$ cat config.mk
export PLATFORM = sky130hd
export DESIGN_NAME = cs_port
export DESIGN_NICKNAME = d
export VERILOG_FILES = /design/src/rtl/pin_sync.v /design/src/rtl/cs_port.v
export VERILOG_INCLUDE_DIRS = /design/src /design/src/common
export SDC_FILE = /design/constraint.sdc
export NUM_CORES = 1
export LEC_CHECK = 0
export BUFFER_PORTS_ARGS = -buffer_cell sky130_fd_sc_hd__buf_2
export CORE_UTILIZATION = 38
export CTS_CLUSTER_SIZE = 28
export DETAILED_ROUTE_END_ITERATION = 12
export HOLD_SLACK_MARGIN = 0.05
export PLACE_DENSITY = 0.8
export SLEW_MARGIN = 10
export SYNTH_ARGS = -nofsm -noshare
export SYNTH_HDL_FRONTEND = slang
export SYNTH_HIERARCHICAL = 1
export SYNTH_SLANG_ARGS = --single-unit
$ cat constraint.sdc
create_clock -name pclk -period 1.1 [get_ports pclk]
set_input_delay 0.055 -clock pclk [delete_from_list [all_inputs] [get_ports pclk]]
set_output_delay 0.055 -clock pclk [all_outputs]
set_load 0.005 [all_outputs]
$ cat src/common/pin_port_regs.vh
`ifndef PIN_PORT_REGS_VH
`define PIN_PORT_REGS_VH
// printed offsets are not multiples of four: they are indices, byte address is index*4
`define PIN_DIRECTION_IDX 16'hffcd
`define PIN_OUTPUT_VALUE_IDX 16'hffcf
`define PIN_DIRECTION_RST 8'hf0
`define PIN_OUTPUT_VALUE_RST 8'he0
`define PORT_WIDTH 5
`define DIR_READ_VALUE 8'hff
`define RESERVED_ONES 3'b111
`define REFRESH_PIN 0
`endif

$ cat src/rtl/pin_sync.v
`timescale 1ns/1ps
// two-stage synchroniser, one per bit
module pin_sync #(
  parameter WIDTH = 5
) (
  input wire pclk,
  input wire presetn,
  input wire [WIDTH-1:0] async_in,
  output wire [WIDTH-1:0] sync_out
);
  reg [WIDTH-1:0] meta_ff;
  reg [WIDTH-1:0] sync_ff;
  genvar i;
  generate
    for (i = 0; i < WIDTH; i = i + 1)
    begin : g_bit
      always @(posedge pclk or negedge presetn)
      begin
        if (!presetn)
        begin
          // idle high, so active-low requests do not pulse after reset
          meta_ff[i] <= 1'b1;
          sync_ff[i] <= 1'b1;
        end
        else
        begin
          meta_ff[i] <= async_in[i];
          sync_ff[i] <= meta_ff[i];
        end
      end
    end
  endgenerate
  assign sync_out = sync_ff;
endmodule // pin_sync

$ cat src/rtl/cs_port.v
// Contract
// - five pins: chip selects, refresh, interrupt inputs
// - pin function ignores operating mode
// - write-only 8-bit direction register
// - direction one drives chip-select on pins 4..1
// - pin 0 plain output when refresh off
// - direction zero makes pin input, except pin 0 while refresh is on
// - direction register reads all ones
// - direction resets to f0, kept in soft standby
// - read/write data register for pins 4..0
// - read returns latch if output, else pin
// - data bits 7..5 read one, ignore writes
// - data resets to e0, kept in soft standby
// - pins 4..1 select by own direction bit
// - pins 3..0 always feed interrupt inputs
//
// The APB register port was decided locally.
`timescale 1ns/1ps
`include "pin_port_regs.vh"
module cs_port (
  input wire pclk,
  input wire presetn,
  input wire hw_standby,
  input wire psel,
  input wire penable,
  input wire pwrite,
  input wire [31:0] paddr,
  input wire [31:0] pwdata,
  input wire [3:0] pstrb,
  output reg [31:0] prdata,
  output reg pready,
  output reg pslverr,
  input wire [4:0] pin_in,
  output reg [4:0] pin_out,
  output reg [4:0] pin_oe,
  input wire refresh_pin_enable,
  input wire refresh_strobe_n,
  input wire [3:0] chip_select_n,
  output reg [3:0] irq_request_n
);
  localparam [17:0] DIR_WORD = {2'b00, `PIN_DIRECTION_IDX};
  localparam [17:0] DAT_WORD = {2'b00, `PIN_OUTPUT_VALUE_IDX};

  ////////////////////////////////////////////////////////////////////////////
  // synchronised pin levels
  wire [4:0] pin_sync_lvl;
  pin_sync #(.WIDTH(`PORT_WIDTH)) u_sync (
    .pclk(pclk),
    .presetn(presetn),
    .async_in(pin_in),
    .sync_out(pin_sync_lvl)
  );

  ////////////////////////////////////////////////////////////////////////////
  // registers
  reg [7:0] pin_direction_ff;
  reg [4:0] pin_output_value_ff;
  wire [17:0] word_addr = paddr[19:2];
  wire access = psel && penable;
  wire hit_dir = (word_addr == DIR_WORD);
  wire hit_dat = (word_addr == DAT_WORD);
  wire wr_dir = access && pwrite && hit_dir && pstrb[0];
  wire wr_dat = access && pwrite && hit_dat && pstrb[0];

  // hardware standby reloads like reset; software standby needs nothing here
  always @(posedge pclk or negedge presetn)
  begin
    if (!presetn)
    begin
      pin_direction_ff <= `PIN_DIRECTION_RST;
      pin_output_value_ff <= 5'h00;
    end
    else if (hw_standby)
    begin
      pin_direction_ff <= `PIN_DIRECTION_RST;
      pin_output_value_ff <= 5'h00;
    end
    else
    begin
      if (wr_dir)
        pin_direction_ff <= pwdata[7:0];
      if (wr_dat)
        pin_output_value_ff <= pwdata[4:0];
    end
  end

  ////////////////////////////////////////////////////////////////////////////
  // read data and apb answer (zero wait states)
  reg [7:0] nxt_rd;
  always @*
  begin
    nxt_rd = 8'h00;
    if (hit_dir)
      nxt_rd = `DIR_READ_VALUE;
    else if (hit_dat)
      nxt_rd = {`RESERVED_ONES,
                (pin_direction_ff[4:0] & pin_output_value_ff) |
                (~pin_direction_ff[4:0] & pin_sync_lvl)};
  end

  always @(posedge pclk or negedge presetn)
  begin
    if (!presetn)
    begin
      prdata <= 32'h00000000;
      pready <= 1'b0;
      pslverr <= 1'b0;
    end
    else
    begin
      pready <= psel && !penable;
      pslverr <= psel && !penable && !(hit_dir || hit_dat);
      prdata <= (psel && !penable && !pwrite) ? {24'h000000, nxt_rd} : 32'h00000000;
    end
  end

  ////////////////////////////////////////////////////////////////////////////
  // pin muxing; next values use the write data so pins update on the write edge
  wire [7:0] dir_now = wr_dir ? pwdata[7:0] : pin_direction_ff;
  wire [4:0] dat_now = wr_dat ? pwdata[4:0] : pin_output_value_ff;
  reg [4:0] nxt_out;
  reg [4:0] nxt_oe;
  integer k;
  always @*
  begin
    nxt_out = 5'h00;
    nxt_oe = 5'h00;
    for (k = 1; k < 5; k = k + 1)
    begin
      nxt_oe[k] = (!hw_standby) && dir_now[k];
      nxt_out[k] = chip_select_n[4-k];
    end
    if (refresh_pin_enable)
    begin
      nxt_oe[0] = !hw_standby;
      nxt_out[0] = refresh_strobe_n;
    end
    else
    begin
      nxt_oe[0] = (!hw_standby) && dir_now[0];
      nxt_out[0] = dat_now[0];
    end
  end

  always @(posedge pclk or negedge presetn)
  begin
    if (!presetn)
    begin
      pin_out <= 5'h00;
      pin_oe <= 5'h00;
      irq_request_n <= 4'hf;
    end
    else
    begin
      pin_out <= nxt_out;
      pin_oe <= nxt_oe;
      irq_request_n <= pin_sync_lvl[3:0];
    end
  end
endmodule // cs_port

==> flow_summary.ini, run 1 <==
[run_status]
outcome = complete, no violations

[pwr]
power_switching_mw = 0.6031
power_frac_seq_pct = 54.0
internal_power_mw = 2.195
comb_power_share_pct = 8.7
p_clk_share_pct = 37.4
sw_frac_of_total_pct = 21.55
total_power_after_layout_mw = 2.798
power-per-cell-area_nw_per_um2 = 1274
power.static_leakage_nw = 1.101
vdd.ir_drop.worst_mv = 0.4946

[setup_path]
cp.required_ns = 1.31
critical_path.reg2reg.endpoint = prdata[4]
worst-setup-path-type = in -> reg
critical_path.max_fanout = 6
reg2reg_depth = 2
worst-r2r-setup-slack_ns = 0.19
reg2reg_from = pin_direction_ff[4]
critPathMaxStageDelay_ns = 0.54
worst_ep_arrival_time_ns = 1.26
worstSetupEndpointType = flop
crit_family = buffers and inverters
cp_num_buf_inv = 2
slowest_stage = dlygate4sd3_1
path_cells = buf_2 > dlygate4sd3_1 > nand2b_1 > nor2_1 > nand3_2 > a21oi_1
setup.worst_path.start_class = input port
cp-startpoint = psel

[clock_tree]
worstSkewPairLatency_ns = 0.29
postCtsSetupBuffers = 0
tritoncts = done
ctsHtreeMaxLevel = 2
clk_root_buffer_cell = clkbuf_8
max-clock-path-buffers = 2
clk_pin_slew_worst_paths_ns = 0.07
clock_sink_count = 39
numCtsBuffers = 5

[cells_and_area]
nets = 304
final_cell_area_um2 = 2196
drive_gt1_share_pct = 44.09
antennaDiodeCount = 0
finalCoreUtilization_pct = 53.74
area_growth_pct = 33.87
stdcell_count = 270

[logic_synthesis]
synthDistinctLibCells = 22
post-synth-top-area-cell = dfrtp_1
ys_top_cells_by_area = dfrtp_1 (37%), dfstp_2 (24%), buf_4 (14%)
synth_top_area_share_pct = 36.61
synth_area_in_xor_xnor_pct = 0
async_flop_share_pct = 100.0
netlist_instances = 136
synth.yosys.seq_area_share_pct = 60.64
synth_most_common_cell = buf_4
synth_mux_area_share_pct = 3.051
dominant_combinational_cell_family_by_area_after_synthesis = buffers and inverters
synth_area_per_cell_um2 = 12.06
ys.warnings.count = 6
yosys-top-cells-count = buf_4 (30), dfrtp_1 (24), a21oi_1 (16)
number_of_enable_flip_flop_cells_after_synthesis = 0
synth_compound_area_share_pct = 8.696
synth_adder_area_share_pct = 0
synth.ff_latch_count = 39
yosys.area_share.simple_pct = 11.37
cell_area_after_technology_mapping_um2 = 1640
synth_top_flop_cell = dfrtp_1

[sta]
worst_slack_ns = 0.05796
timing.clock.skew_ns = 0.003524
fmax_mhz = 959.7
final.setup.tns_ns = 0
setup_viol_count_final = 0
unrepaired_setup_endpoints_after_global_routing = false
slew_viol_final = 0
min_period_ns = 1.042
layout_worst_path_cycle_share_pct = 94.73
hold-worst-slack_ns = 0.05720
hold_viol_final = 0

[route]
route.final.wire_length_mm = 3.143
vias = 1275
drt_iter0_markers = 81
remaining_drc_errors = 0
route.detailed.wl_per_inst_um = 11.64
drt.antenna.violating_nets = 0
dr_vias_cell = 4.722
drt_pass1_iterations = 4

[floorplanning]
core_um2 = 4086
placementRows = 23
ports_placed_on_the_boundary = 133
dieHeight_um = 67.70
die_width_um = 67.70
start_util_pct = 40.14
fp.dieArea_um2 = 4583

[global_route]
globalRouteOverflowTotal = 0
initial_antenna_violation_count = 0
grt_usage_pct = 15.05
wire_length_of_the_first_global_routing_pass_mm = 4.809
grt_max_degree = 40
first_global_vias = 1122

[placement]
dpl-instance-area_um2 = 1932
port-buffer-count = 64
gp_congestion = 0.7534
worst_slack_at_placement_ns = -0.1925
place_hpwl_mm = 2.241
post-place-cells = 246

[flow_run]
drv.max_cap_violation_count = 0

[worst_hold_path]
holdPathStages = 3
holdPathEnd = pready
worstHoldStart = penable
hold_class = in -> reg
[cell type report]
type / count / area [um2]
tap: 50 / 62.56
multi-input combinational: 83 / 469.2
clock buffer: 7 / 96.34
fill: 372 / 1891
sequential: 39 / 994.7
clock inverter: 1 / 7.507
inverter: 4 / 15.01
timing repair buffer: 86 / 550.5
[kinds of logic after synthesis]
kind of cell	Yosys count
AO/OA/AOI/OAI	28
flip-flops	39
other	1
multiplexers	5
buffers and inverters	37
AND/OR/NAND/NOR	26
[sequential cells by signal, indices dropped and copies added (netlist names), 2 cells and up]
signal and flops:
pin_direction_ff 5, prdata 6, pin_oe 2, irq_request_n 4, u_sync/meta_ff 5, u_sync/sync_out 5
pin_out 5, pin_output_value_ff 5
[worst min-delay path: stages]
cell and delay [ns]:
buf_2 0.08, nand2b_1 0.13, inv_1 0.05
[layout by cell type (no fill, tap or decap)]
master         count
a21oi_1           16
a31oi_1            2
and2_2             1
and3_1             1
and4_1             4
and4bb_2           1
buf_12             2
buf_2             64
buf_4              4
clkbuf_8           7
clkinvlp_4         1
conb_1            24
dfrtp_1           24
dfstp_2           15
dlygate4sd3_1     16
inv_1              4
mux2i_1            5
nand2b_1           1
nand3_2            1
nand3b_1           1
nand4_1           13
nor2_1             2
nor3b_2            1
o21ai_0            9
o21ai_1            1
[power by group through the flow]
stage | clock (mW) | sequential [mW] | combinational, mW
finish | 1.05 | 1.51 | 0.242
global route | 1.14 | 1.51 | 0.275
CTS | 1.09 | 1.51 | 0.245
detailed placement | 0 | 1.54 | 0.201
global placement | 0 | 1.53 | 0.197
floorplan | 0 | 1.54 | 0.115
[layer usage]
layer,vias up,routed length (um),track usage (%)
li1,592,-,-
met1,597,1212,16.03
met2,78,1580,24.50
met3,8,263,5.912
met4,0,87,9.840
met5,-,0,0
[worst max-delay path by stage]
stage / endpoint / slack [ns] / cells past startpoint
finish: prdata[4] / 0.06 / 6
global route: prdata[3] / 0.00001 / 6
CTS: prdata[4] / 0.07 / 6
detailed placement: pin_oe[4] / -0.19 / 5
global placement: pin_out[0] / -0.16 / 5
floorplan: pin_oe[0] / 0.12 / 5
[repair_timing]
item,in CTS,in global routing
hold buffers,16,0
endpoints found under the setup margin,0,1
resized for setup,0,1
hold endpoints to repair,58,0
Note: power is estimated with default switching activity, not from simulation.
==> inputs of run 2 (changes only) <==
--- a/config.mk
+++ b/config.mk
@@ -7,11 +7,14 @@
 export NUM_CORES = 1
 export LEC_CHECK = 0
 export BUFFER_PORTS_ARGS = -buffer_cell sky130_fd_sc_hd__buf_2
+export CAP_MARGIN = 20
+export CORE_MARGIN = 1.5
 export CORE_UTILIZATION = 38
 export CTS_CLUSTER_SIZE = 28
 export DETAILED_ROUTE_END_ITERATION = 12
 export HOLD_SLACK_MARGIN = 0.05
 export PLACE_DENSITY = 0.8
+export REMOVE_ABC_BUFFERS = 1
 export SLEW_MARGIN = 10
 export SYNTH_ARGS = -nofsm -noshare
 export SYNTH_HDL_FRONTEND = slang
==> flow_summary.ini, run 2 (synthesized netlist as in run 1, its figures left out) <==
[global_route]
grt_max_degree = 26
grt_usage_pct = 15.87
initial_antenna_violation_count = 0
wire_length_of_the_first_global_routing_pass_mm = 5.361
globalRouteOverflowTotal = 0
first_global_vias = 1243

[clock_tree]
clock_sink_count = 39
worstSkewPairLatency_ns = 0.29
clk_pin_slew_worst_paths_ns = 0.08
tritoncts = done
postCtsSetupBuffers = 0
max-clock-path-buffers = 2
clk_root_buffer_cell = clkbuf_8
ctsHtreeMaxLevel = 2
numCtsBuffers = 5

[cells_and_area]
ff_latch_area_um2 = 994.7
finalCoreUtilization_pct = 54.84
antennaDiodeCount = 0
multiInputGateArea_um2 = 490.5
area_growth_pct = 36.61
drive_gt1_share_pct = 46.40
final_common_cell = buf_2
largest_register = prdata
fillerInstances = 360
mostFrequentLayoutCells = buf_2 (64), conb_1 (24), dfrtp_1 (24)
largest_reg_flops = 6
nets = 306

[setup_path]
worst-r2r-setup-slack_ns = 0.16
reg2reg_from = pin_direction_ff[4]
critPathMaxStageDelay_ns = 0.54
worst-setup-path-type = in -> reg
worstSetupEndpointType = flop
setup.worst_path.start_class = input port
cp.required_ns = 1.31
reg2reg_depth = 2
slowest_stage = dlygate4sd3_1
critical_path.max_fanout = 6
cp_num_buf_inv = 2
path_cells = buf_2 > dlygate4sd3_1 > nand2b_1 > nor2_2 > nand3_4 > a21oi_1
critical_path.reg2reg.endpoint = prdata[4]
crit_family = buffers and inverters
worst_ep_arrival_time_ns = 1.23

[sta]
min_period_ns = 1.017
layout_worst_path_cycle_share_pct = 92.47
hold-worst-slack_ns = 0.06527
unrepaired_setup_endpoints_after_global_routing = true
setup_viol_count_final = 0
timing.clock.skew_ns = 0.008513
hold_viol_final = 0
fmax_mhz = 983.1
slew_viol_final = 0

[worst_hold_path]
hold_class = in -> reg
worstHoldStart = hw_standby
holdPathEnd = pin_output_value_ff[0]
holdPathStages = 2

[route]
route.final.wire_length_mm = 3.297
vias = 1247
drt.antenna.violating_nets = 0
dr_vias_cell = 4.585
drt_iter0_markers = 59
remaining_drc_errors = 0
route.detailed.wl_per_inst_um = 12.12
drt_pass1_iterations = 6

[floorplanning]
start_util_pct = 40.14
placementRows = 23
core_um2 = 4086
ports_placed_on_the_boundary = 133
dieHeight_um = 68.70
fp.dieArea_um2 = 4720
die_width_um = 68.70

[placement]
place_hpwl_mm = 2.374
gp_congestion = 0.8267
port-buffer-count = 64

[run_status]
outcome = complete, no violations

[pwr]
power.static_leakage_nw = 1.117
power-per-cell-area_nw_per_um2 = 1313
total_power_after_layout_mw = 2.943
vdd.ir_drop.worst_mv = 0.9262

[flow_run]
drv.max_cap_violation_count = 0
-- run 2: cell count changes in the layout (fill, tap and decap cells not counted), sizes merged --
cell | before | now
clkbuf | 7 | 5
bufinv | 0 | 1
clkinvlp | 1 | 0
buf | 70 | 72
clkinv | 0 | 2
-- run 2: where the power goes --
| group | internal (mW) | switching (mW) | leakage (nW) |
|---|---|---|---|
| Combinational | 0.131 | 0.122 | 0.582 |
| Sequential | 1.50 | 0.0131 | 0.477 |
| Clock | 0.675 | 0.506 | 0.0581 |
-- run 2: worst max path at each step --
stage | from | end | slack [ns] | cells after the start
after floorplan | paddr[18] | pin_oe[0] | 0.07 | 4
after detailed placement | paddr[18] | pin_oe[0] | -0.10 | 5
after global routing | psel | prdata[3] | 0.007 | 6
final | psel | prdata[2] | 0.08 | 6
after global placement | paddr[18] | pin_oe[0] | -0.05 | 5
after CTS | psel | prdata[4] | 0.05 | 6
-- run 2: repair_timing --
action,in CTS,in global routing
endpoints found under the hold margin,47,0
endpoints found under the setup margin,0,5
hold buffers,16,0
gates resized for setup,0,5
-- run 2: through the flow --
step	TNS (ns)	worst slack, ns	cells	instance area (um2)
after CTS	0	0.04740	272	2220
after detailed placement	-0.6824	-0.1024	248	1947
final	0	0.08286	272	2241
after global placement	-0.3024	-0.05192	248	1947
after floorplan	0	0.07069	126	1479
after global routing	0	0.006555	272	2241
-- run 2: layout make-up --
type	count	share of cell area, %
clock buffers	5	3.071
clock inverters	3	1.954
inverters	4	0.6700
multi-input cells	83	21.89
flip-flops and latches	39	44.39
well taps	50	2.792
repair buffers	88	25.24
-- run 2: layer usage --
| layer | GRT usage (%) | routed length (um) | up-vias |
|---|---|---|---|
| met3 | 5.682 | 295 | 7 |
| li1 | - | - | 597 |
| met5 | 0 | 0 | - |
| met2 | 25.84 | 1586 | 70 |
| met4 | 7.353 | 61 | 0 |
| met1 | 18.70 | 1353 | 573 |
-- run 2: worst register-to-register path: stages, from the launching register on --
cell and delay [ns]:
dfstp_2 0.54, mux2i_1 0.22, a21oi_2 0.08
